===== config.mk =====
export PLATFORM = sky130hd
export DESIGN_NAME = crf_ctrl
export DESIGN_NICKNAME = d
export VERILOG_FILES = /design/src/core/crf_pkg.sv /design/src/core/crf_ctrl.sv
export SDC_FILE = /design/constraint.sdc
export NUM_CORES = 1
export LEC_CHECK = 0
export BUFFER_PORTS_ARGS = -buffer_cell sky130_fd_sc_hd__buf_2
export CORE_MARGIN = 2
export CORE_UTILIZATION = 49
export CTS_BUF_LIST = sky130_fd_sc_hd__clkbuf_4
export CTS_CLUSTER_DIAMETER = 40
export DETAILED_ROUTE_END_ITERATION = 10
export HOLD_SLACK_MARGIN = 0.15
export PLACE_DENSITY = 0.7
export SETUP_SLACK_MARGIN = 0.5
export SYNTH_ARGS = -nofsm -noshare
export SYNTH_HDL_FRONTEND = slang
export SYNTH_SLANG_ARGS = --single-unit

===== constraint.sdc =====
create_clock -name ref_clk -period 4.6 [get_ports ref_clk]
set_clock_uncertainty 0.15 [all_clocks]
set_input_delay 0.92 -clock ref_clk [delete_from_list [all_inputs] [get_ports ref_clk]]
set_output_delay 0.92 -clock ref_clk [all_outputs]
set_load 0.02 [all_outputs]

===== src/core/crf_pkg.sv =====
package crf_pkg;

  // ****************************************************************
  // Register map, byte wide registers
  // ****************************************************************
  localparam logic [7:0] CRF_CFG_OFS   = 8'h00;
  localparam logic [7:0] CRF_CTL1_OFS  = 8'h01;
  localparam logic [7:0] CRF_CTL2_OFS  = 8'h02;
  localparam logic [7:0] CRF_STAT1_OFS = 8'h03;
  localparam logic [7:0] CRF_STAT2_OFS = 8'h04;

  // ****************************************************************
  // Field positions
  // ****************************************************************
  localparam int CRF_CFG_LATCH_BIT  = 0;
  localparam int CRF_CTL_BEH_LSB    = 0;
  localparam int CRF_CTL_EN_BIT     = 2;
  localparam int CRF_CTL_CLR_BIT    = 3;
  localparam int CRF_CTL_ERRCLR_BIT = 4;

  // ****************************************************************
  // Reset values
  // ****************************************************************
  localparam logic       CRF_LATCH_RST = 1'b0;
  localparam logic       CRF_EN_RST    = 1'b0;

  // ****************************************************************
  // Timing
  // ****************************************************************
  localparam int         CRF_CLK_PERIOD_PS = 5000;
  localparam int         CRF_T_CYCLE_NS    = 20000;
  localparam int         CRF_RETRY_CYC_I   = (CRF_T_CYCLE_NS * 1000 + CRF_CLK_PERIOD_PS - 1) / CRF_CLK_PERIOD_PS;
  localparam logic [11:0] CRF_RETRY_CYC    = CRF_RETRY_CYC_I[11:0];

  // ****************************************************************
  // Types
  // ****************************************************************
  typedef enum logic [1:0] {
    CRF_BEH_REPORT  = 2'h0,
    CRF_BEH_REPDISC = 2'h1,
    CRF_BEH_DISCSLP = 2'h2,
    CRF_BEH_IGNORE  = 2'h3
  } crf_beh_t;

  localparam crf_beh_t CRF_BEH_RST = CRF_BEH_REPDISC;

  // Gray along sleep, active, error
  typedef enum logic [1:0] {
    CRF_ST_SLEEP  = 2'h0,
    CRF_ST_ACTIVE = 2'h1,
    CRF_ST_ERROR  = 2'h3
  } crf_pstate_t;

  typedef struct packed {
    crf_pstate_t state;
    crf_beh_t    beh;
    logic        en;
    logic        reached;
    logic [11:0] cnt;
    logic        pen_prev;
    logic        sw;
    logic        alert_n;
    logic        run;
    logic        clr;
    logic        mon;
  } crf_port_t;

  typedef struct packed {
    crf_port_t [1:0] port;
    logic            latch;
    logic            por_done;
    logic [7:0]      rdata;
  } crf_state_t;

endpackage


===== src/core/crf_ctrl.sv =====
// Added by the designer: strobed register access and the placing of the registers.
`timescale 1ns/1ps
module crf_ctrl
  import crf_pkg::*;
(
  input  wire logic       ref_clk,
  input  wire logic       arst_n,
  input  wire logic [7:0] reg_addr,
  input  wire logic [7:0] reg_wdata,
  input  wire logic       reg_wr,
  input  wire logic       reg_rd,
  output logic      [7:0] reg_rdata,
  input  wire logic [1:0] port_power_enable,
  input  wire logic [1:0] threshold_hit,
  input  wire logic [1:0] overcurrent,
  input  wire logic [1:0] source_overvolt,
  input  wire logic [1:0] bus_undervolt,
  input  wire logic [1:0] back_voltage,
  input  wire logic [1:0] discharge_err,
  input  wire logic [1:0] cc_limiting,
  input  wire logic       first_thermal_limit,
  input  wire logic       upper_thermal_limit,
  output logic      [1:0] switch_close,
  output logic      [1:0] alert_n,
  output logic      [1:0] accum_run,
  output logic      [1:0] accum_clear,
  output logic      [1:0] monitor_en
);

  // ****************************************************************
  // Address decode
  // ****************************************************************
  function automatic logic [7:0] ctl_ofs(input int idx);
    ctl_ofs = (idx == 0) ? CRF_CTL1_OFS : CRF_CTL2_OFS;
  endfunction

  function automatic logic [7:0] stat_ofs(input int idx);
    stat_ofs = (idx == 0) ? CRF_STAT1_OFS : CRF_STAT2_OFS;
  endfunction

  crf_state_t s_q;
  crf_state_t s_d;

  // ****************************************************************
  // Next state
  // ****************************************************************
  always_comb begin
    crf_port_t   pr;
    crf_port_t   nx;
    crf_pstate_t desired;
    logic        wr_ctl;
    logic        pen;
    logic        pen_rise;
    logic        pen_fall;
    logic        clr_pulse;
    logic        dis;
    logic        errclr;
    logic        sleep_force;
    logic        block;
    logic        ralert;
    logic        cond;
    logic        fault;
    pr          = '0;
    nx          = '0;
    desired     = CRF_ST_SLEEP;
    wr_ctl      = 1'b0;
    pen         = 1'b0;
    pen_rise    = 1'b0;
    pen_fall    = 1'b0;
    clr_pulse   = 1'b0;
    dis         = 1'b0;
    errclr      = 1'b0;
    sleep_force = 1'b0;
    block       = 1'b0;
    ralert      = 1'b0;
    cond        = 1'b0;
    fault       = 1'b0;
    s_d          = s_q;
    s_d.por_done = 1'b1;
    s_d.rdata    = 8'h00;

    if (reg_wr && reg_addr == CRF_CFG_OFS) begin
      s_d.latch = reg_wdata[CRF_CFG_LATCH_BIT];
    end

    for (int i = 0; i < 2; i++) begin
      pr       = s_q.port[i];
      nx       = pr;
      pen      = port_power_enable[i];
      pen_rise = pen & ~pr.pen_prev;
      pen_fall = ~pen & pr.pen_prev;
      nx.pen_prev = pen;
      desired  = pen ? CRF_ST_ACTIVE : CRF_ST_SLEEP;
      wr_ctl   = reg_wr && (reg_addr == ctl_ofs(i));
      errclr   = wr_ctl & reg_wdata[CRF_CTL_ERRCLR_BIT];
      dis      = wr_ctl & pr.en & ~reg_wdata[CRF_CTL_EN_BIT];

      // behaviour write alone never clears charge
      if (wr_ctl) begin
        nx.beh = crf_beh_t'(reg_wdata[CRF_CTL_BEH_LSB +: 2]);
        nx.en  = reg_wdata[CRF_CTL_EN_BIT];
      end

      clr_pulse = (wr_ctl & reg_wdata[CRF_CTL_CLR_BIT]) | dis;
      if (clr_pulse) begin
        nx.reached = 1'b0;
      end
      // threshold counts only while Active; set wins over clear
      if (threshold_hit[i] && pr.en && pr.state == CRF_ST_ACTIVE) begin
        nx.reached = 1'b1;
      end

      // Effects follow the live field, so a rewrite takes hold at once
      // behaviour decode
      sleep_force = pr.reached & (pr.beh == CRF_BEH_DISCSLP);
      // switch stays open on move to report and disconnect
      block  = pr.reached & ((pr.beh == CRF_BEH_REPDISC) | (pr.beh == CRF_BEH_DISCSLP));
      ralert = pr.reached & ((pr.beh == CRF_BEH_REPORT) | (pr.beh == CRF_BEH_REPDISC));

      // every keep-out except first thermal at enable rise or power-up enters here, undervoltage included
      cond = overcurrent[i] | source_overvolt[i] | bus_undervolt[i] | back_voltage[i]
           | discharge_err[i] | upper_thermal_limit
           | (first_thermal_limit & cc_limiting[i]);
      // first thermal qualified by CC, enable rise, power-up
      fault = (cond
            | (first_thermal_limit & pen_rise)
            | (first_thermal_limit & pen & ~s_q.por_done)) & ~sleep_force;

      case (pr.state)
        CRF_ST_SLEEP, CRF_ST_ACTIVE: begin
          if (sleep_force) begin
            nx.state = CRF_ST_SLEEP;
          end else if (fault) begin
            nx.state = CRF_ST_ERROR;
            nx.cnt   = 12'h000;
          end else begin
            nx.state = desired;
          end
        end
        CRF_ST_ERROR: begin
          if (sleep_force) begin
            nx.state = CRF_ST_SLEEP;
          end else if (s_q.latch) begin
            if ((pen_fall | errclr) && !cond) begin
              nx.state = desired;
            end
          end else if (pr.cnt >= CRF_RETRY_CYC - 12'h001) begin
            nx.cnt = 12'h000;
            if (!cond) begin
              nx.state = desired;
            end
          end else begin
            nx.cnt = pr.cnt + 12'h001;
          end
        end
        default: begin
          nx.state = CRF_ST_SLEEP;
        end
      endcase

      // Switch and alert are registered with the next state; run lags the state by one cycle
      nx.sw      = (nx.state == CRF_ST_ACTIVE) & ~block;
      nx.alert_n = ~(ralert | (nx.state == CRF_ST_ERROR));
      nx.run     = pr.en & (pr.state == CRF_ST_ACTIVE);
      nx.clr     = clr_pulse;
      nx.mon     = ~sleep_force;
      s_d.port[i] = nx;

      if (reg_rd && reg_addr == ctl_ofs(i)) begin
        s_d.rdata = {5'h00, pr.en, pr.beh};
      end
      if (reg_rd && reg_addr == stat_ofs(i)) begin
        s_d.rdata = {2'h0, ~pr.alert_n, pr.sw, pr.state, (pr.state == CRF_ST_ERROR), pr.reached};
      end
    end

    if (reg_rd && reg_addr == CRF_CFG_OFS) begin
      s_d.rdata = {7'h00, s_q.latch};
    end
  end

  // ****************************************************************
  // State register
  // ****************************************************************
  always_ff @(posedge ref_clk or negedge arst_n) begin
    if (!arst_n) begin
      s_q          <= '0;
      s_q.latch    <= CRF_LATCH_RST;
      for (int i = 0; i < 2; i++) begin
        s_q.port[i].state   <= CRF_ST_SLEEP;
        s_q.port[i].beh     <= CRF_BEH_RST;
        s_q.port[i].en      <= CRF_EN_RST;
        s_q.port[i].alert_n <= 1'b1;
        s_q.port[i].mon     <= 1'b1;
      end
    end else begin
      s_q <= s_d;
    end
  end

  // ****************************************************************
  // Outputs
  // ****************************************************************
  assign reg_rdata = s_q.rdata;

  always_comb begin
    for (int i = 0; i < 2; i++) begin
      switch_close[i] = s_q.port[i].sw;
      alert_n[i]      = s_q.port[i].alert_n;
      accum_run[i]    = s_q.port[i].run;
      accum_clear[i]  = s_q.port[i].clr;
      monitor_en[i]   = s_q.port[i].mon;
    end
  end

endmodule


# Word-level counts from Yosys, hierarchy flattened
# Index checks and enable logic that the tools add are counted.
[totals] ff_bits=58 input_bits=38 out_inout_bits=18 elab_cells=193
[op_classes] n_addsub=2 magnitude_cmp=2 n_eq_ne=24 mux=39 bitwise=72 n_reduce_logical=29
[ops] operator="12-bit 2-to-1 mux" count=10
[ops] operator="12-bit case mux with 2 select lines" count=2
[ops] operator="1-bit bitwise AND" count=32
[ops] operator="8-bit 2-to-1 mux" count=4
[ops] operator="2-bit 2-to-1 mux" count=14
[ops] operator="1-bit bitwise OR" count=26
[ops] operator="12-bit by 1-bit adder with 12-bit output (second input constant)" count=2
[ops] operator="12-bit greater-or-equal comparator (second input constant)" count=2
[ops] operator="8-bit by 2-bit == test with 1-bit output (second input constant)" count=2
[ops] operator="2-bit inequality test (second input constant)" count=8
[ops] operator="1-bit logical AND" count=14
[ops] operator="1-bit NOT" count=14
[ops] operator="2-bit by 1-bit == test with 1-bit output (second input constant)" count=6
[ops] operator="2-bit == test (second input constant)" count=6
[ops] operator="5-bit AND reduction" count=2
[ops] operator="8-bit by 1-bit == test with 1-bit output (second input constant)" count=1
[ops] operator="8-bit by 3-bit == test with 1-bit output (second input constant)" count=1
[ops] operator="2-bit zero test" count=4
[ops] operator="8-bit zero test" count=1
[ops] operator="2-bit case mux with 2 select lines" count=2
[ops] operator="2-bit nonzero test" count=4
[ops] operator="1-bit 2-to-1 mux" count=6
[ops] operator="2-bit OR reduction" count=2
[ops] operator="3-bit 2-to-1 mux" count=1
[ops] operator="1-bit zero test" count=2

# Longest topological paths before layout
[logic_depth] depth_word=15 ltp_mapped=8 depth_no_buf=7

# Least setup slack after synthesis
# OpenSTA, ideal clock, no wires.
[synth_timing] path_type="input to register" start="input reg_addr[0]" end="register s_q, in the netlist switch_close[0]" setup_ns=0.120 t_arrival_ns=2.042 required_ns=4.330 path_slack_ns=2.289 cell_stages=6 n_path_buf=1 cell_sequence="buf_2 > nor2b_1 > nand4_1 > and3b_1 > o32a_1 > and3_1"
[synth_rtl] item="start, declared" line="crf_ctrl.sv:8" rtl="input wire logic [7:0] reg_addr,"
[synth_rtl] item="end, declared" line="crf_ctrl.sv:41" rtl="crf_state_t s_q;"

# Worst setup path in the final report
[layout_timing] start="input first_thermal_limit" end="register s_q[51] (netlist name)"
[layout_via] elab_chain_len=7 elab_cells_between_ends=10 cone_classes="1 x eq/ne; 8 x bitwise; 1 x reduce/logical"
[layout_rtl] item="start, declared" line="crf_ctrl.sv:21" rtl="input wire logic first_thermal_limit,"
[layout_rtl] item="1-bit bitwise AND" line="crf_ctrl.sv:123" rtl="| (first_thermal_limit & cc_limiting[i]);"
[layout_rtl] item="1-bit bitwise OR" line="crf_ctrl.sv:123"
[layout_rtl] item="1-bit bitwise OR" line="crf_ctrl.sv:126" rtl="| (first_thermal_limit & pen_rise)"
[layout_rtl] item="1-bit bitwise OR (*)" line="crf_ctrl.sv:127" rtl="| (first_thermal_limit & pen & ~s_q.por_done)) & ~sleep_force;"
[layout_rtl] item="1-bit bitwise AND (*)" line="crf_ctrl.sv:127"
[layout_rtl] item="2-bit inequality test (no line) (*)"
[layout_rtl] item="5-bit AND reduction (no line) (*)"
# Mark *: on every way between the ends. The rest lies on a longest branch, timed or not.
# A chain may end at the register's enable or synchronous reset.

==> flow_summary.toml <==
[pwr]
powerDensity_nw_per_um2 = 370
cellLeakagePower_nw = 1.51
ir_drop_v = 0.000181

[global_route]
grt_pass1_wl_um = 11400
antenna_found_initial = 0
grt.overflow.total = 0
grt_pass1_vias = 2493
grt_use_total = 0.201
grt_max_degree = 38

[timing]
slew_headroom = 0.282
hold_ws_ns = 0.353
fmax_ghz = 0.369
tns_ns = 0
rsz0062_at_grt = "no"
slew_viol_final = 0
hold_viol = 0
finalCritPeriodShare = 0.589
setup-violations-final = 0
fin_crit_ns = 2.71
worst_pin_slew_ns = 1.07

[synthesis]
ys_top_cells_by_area = "dfrtp_1 (41%), o21ai_0 (6.2%), dfstp_2 (5.2%)"
synth_top_area_cell = "dfrtp_1"
yosysUniqueCellTypes = 55
ys.warnings.count = 0
syn_area_um2 = 3050
synth_seq_cells = 56
ys_async_sr_fraction = 1.00
synth.yosys.seq_area_share = 0.462
synth_enable_flop_cells = 0
netlist.area_leader.share = 0.411
ys.flop_type = "dfrtp_1"
netlist_instances = 325
syn_avg_cell_area_um2 = 9.37

[route]
dr_total_vias = 2506
ant_nets = 0
viasPerCell = 5.79
drtIter0Drc = 108
drc = 0
dr.pass1.iters = 4
drt_wl_total_um = 6530
wl_per_cell_um = 15.1

[final_layout]
n_fill_cell = 571
stdcell_count = 433
design_area_um2 = 3280
n_antenna_cell = 0
nets = 403
syn_to_final_growth_pct = 7.60
layout-drive-gt1-share = 0.218

[floorplan]
die_x_um = 82.9
pin_count = 56
start_util = 0.512
core-area_um2 = 5960
num_rows = 28
die_area_um2 = 6860
die_h_um = 82.9

[clock_network]
cts_tree = "yes"
clock-sinks = 56
postCtsHoldBufs = 0
cts_setup_buffers = 0
clk_pin_slew_ns = 0.17
cts_resized = 0
insertion_delay_ns = 0.38
cts_htree_levels = 2
clock_path_buffers = 2
numCtsBuffers = 5
cts_root_buffer = "clkbuf_4"

[job]
cap_violations = 0

[placement]
io_buffers = 50
dp_hpwl_um = 4850
dpl_cell_area_um2 = 3220
dp.cells = 425
gp_congestion = 0.860

[setup_path]
critPathArrivalTime_ns = 2.83
cp.required_ns = 4.72
cp_slowest_cell = "a31oi_1"
end_kind = "flip-flop"
worstSetupPathType = "in2reg"
crit_family = "compound AO/OA/AOI/OAI gates"
cp.depth = 6
critPathMaxFanout = 14
timing.critical_path.buf_inv = 1
critPathMaxStageDelay_ns = 0.83
reg2regPathDepth = 7
crit_chain = "buf_2, a211oi_1, o211ai_1, a31oi_1, nor3b_1, o22a_1"
cp-start-kind = "input pin"

[hold_path]
min_path_cells = 1
hold_path_class = "reg2reg"

[status]
status = "finished clean"
[worst paths after layout]
kind                                      to  slack [ns]                 from
min in group asynchronous       accum_run[0]        0.45               arst_n
worst max register to register       s_q[51]        2.14              s_q[54]
max in group asynchronous            s_q[54]        3.02               arst_n
worst min-delay path                 s_q[50]        0.35              s_q[50]
worst min register to register       s_q[50]        0.35              s_q[50]
worst max-delay path                 s_q[51]        1.89  first_thermal_limit
[registers in the layout, summed over array words and instances, names as in the netlist]
register      flops
alert_n           2
accum_clear       2
monitor_en        2
accum_run         2
switch_close      2
s_q              40
reg_rdata         6
[where the power goes]
| part | switching [W] | leakage (nW) | internal [W] |
|---|---|---|---|
| sequential | 0.0000897 | 0.720 | 0.000567 |
| clock | 0.000153 | 0.0317 | 0.0000653 |
| combinational | 0.000198 | 0.753 | 0.000141 |
| total | 0.000441 | 1.51 | 0.000773 |
[stage by stage]
step	worst slack [ns]	util	power (W)
finish	1.89	0.550	0.00121
global route	1.68	0.550	0.00131
CTS	1.91	0.550	0.00122
detailed placement	1.49	0.541	0.00100
global placement	1.50	0.541	0.000990
floorplan	2.29	-	0.000902
[layout make-up]
cell class	instances	area (µm²)	area share
Multi-Input combinational cell	231	1410	0.431
Sequential cell	56	1410	0.430
Timing Repair Buffer	52	265	0.0809
Tap cell	75	93.8	0.0286
Clock buffer	6	45.0	0.0137
Inverter	11	41.3	0.0126
Clock inverter	2	12.5	0.00382
[cell families (layout without fill, tap and decap cells)]
| family | count (synthesis) | count (layout) | share of synthesized area |
|---|---|---|---|
| simple gates | 124 | 124 | 0.205 |
| compound gates | 87 | 87 | 0.189 |
| flops | 56 | 56 | 0.462 |
| buf+inv | 39 | 71 | 0.0756 |
| mux | 9 | 9 | 0.0320 |
| fa+ha+maj | 8 | 8 | 0.0329 |
| other cells | 2 | 3 | 0.00246 |
[cells in the mapped netlist (all sizes together), types with 8 or more instances]
master  number
and2         8
buf         23
dfrtp       50
ha           8
inv         11
nand2       40
nand3       14
nor2        19
nor3        16
o21ai       38
[routing by layer]
layer,vias to the layer above,track usage,share of wire
met5,-,0,0
met4,0,0.0849,0.028
met3,13,0.0457,0.044
met2,71,0.333,0.48
met1,1206,0.253,0.45
li1,1216,-,-
[placed cells by master (no fill, tap or decap), types with 3 or more instances in the layout]
cell type and count:
dfrtp_1 50, buf_2 50, nand2_1 40, o21ai_0 38
nor2_1 19, nor3_1 15, nand3_1 14, inv_1 11
and2_1 8, ha_1 8, a21oi_1 6, mux2_2 6
dfstp_2 6, clkbuf_4 6, and3_1 5, a211oi_1 4
o31ai_1 4, a21o_1 4, nand4_1 3, nor4_1 3
mux2i_1 3, or3_1 3, a22o_1 3, a311oi_1 3
conb_1 3
(Power assumes the default switching activity.)
